### src/inc/pwc_params.svh
// Constants of the periodic wake-up counter: offsets, fields, reset values.
// Assumes a 32-bit classic Wishbone slave with byte addresses.
`ifndef PWC_PARAMS_SVH
`define PWC_PARAMS_SVH

`define PWC_ADR_STATUS      4'h0
`define PWC_ADR_COUNT       4'h4
`define PWC_ADR_LIMIT       4'h8

`define PWC_FLAG_BIT        7
`define PWC_SRC_HI          6
`define PWC_SRC_LO          5
`define PWC_IRQ_EN_BIT      4
`define PWC_DIV_HI          3

`define PWC_SRC_LOW_POWER   2'h0
`define PWC_SRC_EXT         2'h1

`define PWC_SRC_RESET       2'h0
`define PWC_DIV_RESET       4'h0
`define PWC_LIMIT_RESET     8'h00
`define PWC_COUNT_RESET     8'h00

`endif

### src/inc/pwc_pkg.sv
// Types of the periodic wake-up counter.
// Assumes pwc_params.svh is included by the design file.
package pwc_pkg;

    typedef struct packed {
        logic        cyc;
        logic        stb;
        logic        we;
        logic [3:0]  sel;
        logic [3:0]  adr;
        logic [31:0] dat;
    } pwc_wb_req_t;

    typedef struct packed {
        logic [1:0]  sync_low;
        logic [1:0]  sync_ext;
        logic [1:0]  sync_irc;
        logic        src_prev;
        logic [17:0] presc;
        logic [7:0]  count;
        logic [7:0]  limit;
        logic [1:0]  src_sel;
        logic [3:0]  div_sel;
        logic        irq_en;
        logic        flag;
        logic        irq;
        logic        ack;
        logic [31:0] rdata;
    } pwc_state_t;

endpackage : pwc_pkg

### src/pwc_wakeup_counter.sv
// Periodic wake-up counter with a classic Wishbone register slave.
// Assumes source clocks are asynchronous and far slower than clk_i.
`timescale 1ns/10ps
`include "pwc_params.svh"

module pwc_wakeup_counter (
    input  wire logic                 clk_i,
    input  wire logic                 rst_i,
    input  wire pwc_pkg::pwc_wb_req_t wb_req_i,
    output logic                      wb_ack_o,
    output logic [31:0]               wb_dat_o,
    input  wire logic                 low_power_osc_1khz_i,
    input  wire logic                 external_ref_clock_i,
    input  wire logic                 internal_ref_clock_32k_i,
    input  wire logic                 debug_active_i,
    input  wire logic                 deep_stop_mode_i,
    output logic                      irq_o
);

    pwc_pkg::pwc_state_t s;
    pwc_pkg::pwc_state_t next_s;

    logic        req;
    logic        wr;
    logic        sel_clk;
    logic        src_ok;
    logic        edge_seen;
    logic        tick;
    logic        match;
    logic [17:0] div_n;
    logic [7:0]  wbyte;

    // Prescale ratio; zero means off
    function automatic logic [17:0] pwc_div(input logic hi, input logic [3:0] code);
        logic [17:0] v;
        v = 18'h00000;
        if (!hi) begin
            unique case (code)
                4'h0: v = 18'h00000;
                4'h1: v = 18'h00008;
                4'h2: v = 18'h00020;
                4'h3: v = 18'h00040;
                4'h4: v = 18'h00080;
                4'h5: v = 18'h00100;
                4'h6: v = 18'h00200;
                4'h7: v = 18'h00400;
                4'h8: v = 18'h00001;
                4'h9: v = 18'h00002;
                4'ha: v = 18'h00004;
                4'hb: v = 18'h0000a;
                4'hc: v = 18'h00010;
                4'hd: v = 18'h00064;
                4'he: v = 18'h001f4;
                4'hf: v = 18'h003e8;
            endcase
        end else begin
            unique case (code)
                4'h0: v = 18'h00000;
                4'h1: v = 18'h00400;
                4'h2: v = 18'h00800;
                4'h3: v = 18'h01000;
                4'h4: v = 18'h02000;
                4'h5: v = 18'h04000;
                4'h6: v = 18'h08000;
                4'h7: v = 18'h10000;
                4'h8: v = 18'h003e8;
                4'h9: v = 18'h007d0;
                4'ha: v = 18'h01388;
                4'hb: v = 18'h02710;
                4'hc: v = 18'h04e20;
                4'hd: v = 18'h0c350;
                4'he: v = 18'h186a0;
                4'hf: v = 18'h30d40;
            endcase
        end
        return v;
    endfunction : pwc_div

    // Ratio table written a second way, for the checks only
    function automatic logic [17:0] pwc_ref_div(input logic hi, input logic [3:0] code);
        logic [17:0] r;
        r = 18'h00000;
        if (!hi) begin
            unique case (code)
                4'h0: r = 18'h00000;
                4'h1: r = 18'h00001 << 3;
                4'h2: r = 18'h00001 << 5;
                4'h3: r = 18'h00001 << 6;
                4'h4: r = 18'h00001 << 7;
                4'h5: r = 18'h00001 << 8;
                4'h6: r = 18'h00001 << 9;
                4'h7: r = 18'h00001 << 10;
                4'h8: r = 18'h00001;
                4'h9: r = 18'h00001 << 1;
                4'ha: r = 18'h00001 << 2;
                4'hb: r = 18'h0000a;
                4'hc: r = 18'h00001 << 4;
                4'hd: r = 18'h0000a * 18'h0000a;
                4'he: r = 18'h00005 * 18'h00064;
                4'hf: r = 18'h0000a * 18'h00064;
            endcase
        end else begin
            unique case (code)
                4'h0: r = 18'h00000;
                4'h1: r = 18'h00001 << 10;
                4'h2: r = 18'h00001 << 11;
                4'h3: r = 18'h00001 << 12;
                4'h4: r = 18'h00001 << 13;
                4'h5: r = 18'h00001 << 14;
                4'h6: r = 18'h00001 << 15;
                4'h7: r = 18'h00001 << 16;
                4'h8: r = 18'h003e8;
                4'h9: r = 18'h00002 * 18'h003e8;
                4'ha: r = 18'h00005 * 18'h003e8;
                4'hb: r = 18'h0000a * 18'h003e8;
                4'hc: r = 18'h00014 * 18'h003e8;
                4'hd: r = 18'h00032 * 18'h003e8;
                4'he: r = 18'h00064 * 18'h003e8;
                4'hf: r = 18'h000c8 * 18'h003e8;
            endcase
        end
        return r;
    endfunction : pwc_ref_div

    always_comb begin
        next_s = s;
        req    = wb_req_i.cyc && wb_req_i.stb && !s.ack;
        wr     = req && wb_req_i.we && wb_req_i.sel[0];
        wbyte  = wb_req_i.dat[7:0];
        // Two-flop synchronisers for the source clocks
        next_s.sync_low = {s.sync_low[0], low_power_osc_1khz_i};
        next_s.sync_ext = {s.sync_ext[0], external_ref_clock_i};
        next_s.sync_irc = {s.sync_irc[0], internal_ref_clock_32k_i};
        unique case (s.src_sel)
            `PWC_SRC_LOW_POWER: sel_clk = s.sync_low[1];
            `PWC_SRC_EXT: sel_clk = s.sync_ext[1];
            default:      sel_clk = s.sync_irc[1];
        endcase
        next_s.src_prev = sel_clk;
        // In deep stop only the low-power source keeps running
        src_ok    = !(deep_stop_mode_i && (s.src_sel != `PWC_SRC_LOW_POWER));
        // Debug suspends counting; the held values stay
        edge_seen = sel_clk && !s.src_prev && src_ok && !debug_active_i;
        div_n     = pwc_div(s.src_sel[0], s.div_sel);
        tick      = 1'b0;
        match     = 1'b0;
        if (edge_seen && (div_n != 18'h00000)) begin
            if (s.presc >= div_n - 18'h00001) begin
                next_s.presc = 18'h00000;
                tick         = 1'b1;
            end else begin
                next_s.presc = s.presc + 18'h00001;
            end
        end
        if (tick) begin
            if (s.count == s.limit) begin
                next_s.count = `PWC_COUNT_RESET;
                match        = 1'b1;
            end else begin
                next_s.count = s.count + 8'h01;
            end
        end
        // Bus slave: one wait state, ack for one cycle
        next_s.ack   = req;
        next_s.rdata = 32'h00000000;
        if (req && !wb_req_i.we) begin
            unique case (wb_req_i.adr)
                `PWC_ADR_STATUS: next_s.rdata[7:0] = {s.flag, s.src_sel, s.irq_en, s.div_sel};
                `PWC_ADR_COUNT:  next_s.rdata[7:0] = s.count;
                `PWC_ADR_LIMIT:  next_s.rdata[7:0] = s.limit;
                default:         next_s.rdata = 32'h00000000;
            endcase
        end
        if (wr) begin
            unique case (wb_req_i.adr)
                `PWC_ADR_STATUS: begin
                    if (wbyte[`PWC_FLAG_BIT]) begin
                        next_s.flag = 1'b0;
                    end
                    if ((wbyte[`PWC_SRC_HI:`PWC_SRC_LO] != s.src_sel) ||
                        (wbyte[`PWC_DIV_HI:0] != s.div_sel)) begin
                        next_s.presc = 18'h00000;
                        next_s.count = `PWC_COUNT_RESET;
                        // Masks a false edge from the newly chosen source
                        next_s.src_prev = 1'b1;
                    end
                    next_s.src_sel = wbyte[`PWC_SRC_HI:`PWC_SRC_LO];
                    next_s.irq_en  = wbyte[`PWC_IRQ_EN_BIT];
                    next_s.div_sel = wbyte[`PWC_DIV_HI:0];
                end
                `PWC_ADR_LIMIT: begin
                    next_s.limit = wbyte;
                    next_s.presc = 18'h00000;
                    next_s.count = `PWC_COUNT_RESET;
                end
                default: begin
                    next_s.limit = s.limit;
                end
            endcase
        end
        // A match in the clearing cycle still sets the flag
        if (match) begin
            next_s.flag = 1'b1;
        end
        next_s.irq = next_s.flag && next_s.irq_en;
    end

    always_ff @(posedge clk_i) begin
        if (rst_i) begin
            s         <= '0;
            s.src_sel <= `PWC_SRC_RESET;
            s.div_sel <= `PWC_DIV_RESET;
            s.limit   <= `PWC_LIMIT_RESET;
            s.count   <= `PWC_COUNT_RESET;
        end else begin
            s <= next_s;
        end
    end

    assign wb_ack_o = s.ack;
    assign wb_dat_o = s.rdata;
    assign irq_o    = s.irq;
endmodule : pwc_wakeup_counter

### config.mk
export PLATFORM = sky130hd
export DESIGN_NAME = pwc_wakeup_counter
export DESIGN_NICKNAME = d
export VERILOG_FILES = /design/src/inc/pwc_pkg.sv /design/src/pwc_wakeup_counter.sv
export VERILOG_INCLUDE_DIRS = /design/src /design/src/inc
export SDC_FILE = /design/constraint.sdc
export NUM_CORES = 1
export LEC_CHECK = 0
export BUFFER_PORTS_ARGS = -buffer_cell sky130_fd_sc_hd__buf_4
export CORE_UTILIZATION = 51
export CTS_CLUSTER_DIAMETER = 80
export DETAILED_ROUTE_END_ITERATION = 6
export PLACE_DENSITY = 0.84
export SYNTH_ARGS = -nofsm -noshare
export SYNTH_HDL_FRONTEND = slang
export SYNTH_SLANG_ARGS = --single-unit
### constraint.sdc
create_clock -name clk_i -period 4.55 [get_ports clk_i]
set_clock_uncertainty 0.15 [all_clocks]
set_input_delay 0.6825 -clock clk_i [delete_from_list [all_inputs] [get_ports clk_i]]
set_output_delay 0.6825 -clock clk_i [all_outputs]
set_load 0.02 [all_outputs]
==> results.md <==
* Area of the die at 9910 µm²
* Final GP Congestion at 0.836
* Largest buffer count on any clock path at 2
* Proportion of register bits with asynchronous set or reset after synthesis at 0%
* Cell accounting for the most synthesized area: dfxtp_1
* Kind of start point of the critical path: flop
* Post-CTS setup buffers at 0
* Number of global-route vias before repair at 3,757
* Portion of synthesized cell area occupied by the leading cell type at 35.1%
* Total track usage at 20.7%
* Top cells by area, synth: dfxtp_1 (35%), ha_1 (7.0%), nand2_1 (5.6%), buf_4 (5.4%), nor2_1 (5.2%)
* Number of cells traversed by the worst hold path at 1
* DRC violation count after routing at 0
* CTS H-tree lvls at 3
* Mapped Avg Cell Area at 8.21 µm²
* Die outline height at 99.6 µm
* Number of antenna-violating nets in the routed design at 0
* Number of instances in the synthesized netlist at 591
* Maximum frequency from static timing analysis at 0.239 GHz
* Width of the die at 99.6 µm
* TritonCTS Buffers at 9
* RSZ-0062 raised after global routing: no
* Cell area power density at 268 nW/µm²
* Layout-stage area growth over the synthesis result at 7.89%
* R2R setup slack at 0.37 ns
* CTS tree: built
* Actual slew at the worst max-slew pin at 0.816 ns
* Startpoint of the most critical hold path: next_s[80]$_SDFF_PP0_
* Buffer type at the clock tree root: clkbuf_8
* Minimum period implied by the final worst setup slack at 4.18 ns
* Number of clock sinks at 85
* Number of setup violations in the final report at 0
* Number of unique standard cell types used by synthesis at 59
* Final period util at 91.8%
* Cell depth of the worst flop-to-flop path at 14
* Worst-case vdd ir drop at 0.301 mV
* Max-cap check violation count at 0
* Number of I/O pins at 84
* Global-route wire length before repair at 16.6 mm
* Arrival time at the worst endpoint at 4.24 ns
* Post-route worst hold slack at 0.289 ns
* Most frequent cells in the layout: dfxtp_1 (85), nand2_1 (72), nor2_1 (67)
* Worst path required time at 4.62 ns
* Capture endpoint of the worst hold path: s[80]$_SDFF_PP0_
* Proportion of layout cells with a drive suffix above 1 at 11.6%
* Number of buffers added to fix hold violations after cts at 0
* Total negative slack at 0 ns
* Biggest fanout along the worst timing path at 20
* Total vias in the final route at 4,077
* Number of flops mapped to enable cells by yosys at 0
* Total power at 0.00140 W
* Number of synthesized register bits at 85
* Number of warnings printed during yosys synthesis at 0
* Post-cts resize count at 0
* Num rows at 35
* Total standard cell area after synthesis at 4850 µm²
* Primary flip-flop cell chosen by synthesis mapping: dfxtp_1
* Max-slew headroom at 45.2%
* Insertion delay of the later-clocked pin in the worst-skew pair at 0.35 ns
* Aggregate global routing overflow at 0
* Crit end category: flop
* Leading cell type in the layout, fill and taps excluded: dfxtp_1
* Initial core utilization at 52.5%
* Number of failing hold endpoints at the final stage at 0
* Beginning of the worst register-to-register path: s[40]$_SDFFE_PP0P_
* Kind of critical path: reg2reg
* Wire length reported by the detailed router at 10.1 mm
* Detailed Routing Iterations Pass 1 at 5
* Worst hold path class: reg2reg
* Post-DP HPWL at 7.43 mm
* Inserted Diodes at 0
* IO Port Bufs at 32
* Avg WL per Cell at 13.6 µm
* Clock slew at the register clock pins of the worst setup and hold paths at 0.09 ns
* Cell leakage power at 2.12 nW
* DR iter-0 viols at 287
* Antenna violations before repair at 0
* Seq/Total Area, Yosys at 35.1%
* Core region area at 9240 µm²
* Run status: finished, final reports clean
* End of the worst register-to-register path: s[52]$_SDFF_PP0_
* Vias per inst at 5.49
* Total count of max-transition violations in the final report at 0
* Maximum number of pins on one net before global-route repair at 31
* Final net count at 685
## worst max-delay path: stages (launching register included)
cell	delay (ns)
dfxtp_1	0.42
buf_4	0.22
buf_4	0.21
nor4_1	0.38
a21oi_1	0.10
nor3_2	0.40
nand3_1	0.15
a32oi_1	0.25
ha_1	0.29
a21oi_1	0.15
nand2_1	0.07
a211oi_1	0.27
and2_1	0.50
nand3b_1	0.33
o21ai_0	0.15
## final cells by class
cell class / count / area, µm²
fillers: 791 / 4000
multi-input cells: 465 / 2840
flip-flops and latches: 85 / 1700
repair buffers: 37 / 278
well taps: 129 / 161
clock buffers: 11 / 131
clock inverters: 5 / 83.8
inverters: 10 / 37.5
## power breakdown
group | internal [W] | switching (W)
logic | 0.0000262 | 0.0000508
clock network | 0.000312 | 0.000267
registers | 0.000747 | 0.00000121
total | 0.00108 | 0.000319
## kinds of logic after synthesis
family	share of synthesized area, %
DFF	35.1
muxes	4.77
AOI/OAI and AO/OA	13.1
buffers and inverters	8.15
and+or+nand+nor	25.6
xor gates and xnor gates	6.32
other	0.0773
adders and majority gates	6.96
## cell usage after synthesis (2+ instances only)
library cell,count
dfxtp_1,85
nand2_1,72
nor2_1,67
a21oi_1,40
buf_4,35
nand3_1,29
ha_1,27
xor2_1,26
mux2i_1,22
o21ai_0,22
nor3_1,16
nor2b_1,10
xnor2_1,9
inv_1,8
nand4_1,8
o22ai_1,8
a211oi_1,7
buf_2,7
clkbuf_1,7
nor4_1,7
or2_2,7
a32oi_1,5
and2_1,5
and3_1,5
nand2b_1,4
o31ai_1,4
buf_1,3
nand3b_1,3
nor4b_1,3
a21boi_0,2
a21o_1,2
a31o_2,2
a31oi_1,2
and4_1,2
buf_6,2
nor2_2,2
nor3b_1,2
nor4_4,2
or3_1,2
## through the flow
stage          instances  worst slack [ns]  util [%]  cell area [µm²]
5_1_grt              742            0.0357      56.7             5240
3_3_place_gp         726             0.557      54.3             5020
3_5_place_dp         726             0.441      54.3             5020
2_1_floorplan        614             0.553         -             4940
6_report             742             0.373      56.7             5240
4_1_cts              742             0.374      56.7             5240
## how the worst max path moves through the flow
stage / depth (start not counted) / startpoint / slack, ns / to
after floorplan: 19 / s[40]$_SDFFE_PP0P_ / 0.55 / s[65]$_SDFF_PP0_
after global placement: 15 / s[40]$_SDFFE_PP0P_ / 0.56 / s[65]$_SDFF_PP0_
after detailed placement: 14 / s[40]$_SDFFE_PP0P_ / 0.44 / s[52]$_SDFF_PP0_
after CTS: 14 / s[40]$_SDFFE_PP0P_ / 0.37 / s[52]$_SDFF_PP0_
after global routing: 15 / s[40]$_SDFFE_PP0P_ / 0.04 / s[52]$_SDFF_PP0_
final: 14 / s[40]$_SDFFE_PP0P_ / 0.37 / s[52]$_SDFF_PP0_
## metal layers
metal | vias up | track usage (%) | part of all wire [%]
li1 | 2042 | - | -
met1 | 1878 | 25.9 | 45
met2 | 140 | 35.2 | 49
met3 | 17 | 3.94 | 4.8
met4 | 0 | 8.14 | 1.6
met5 | - | 0 | 0
(Power assumes the default switching activity.)
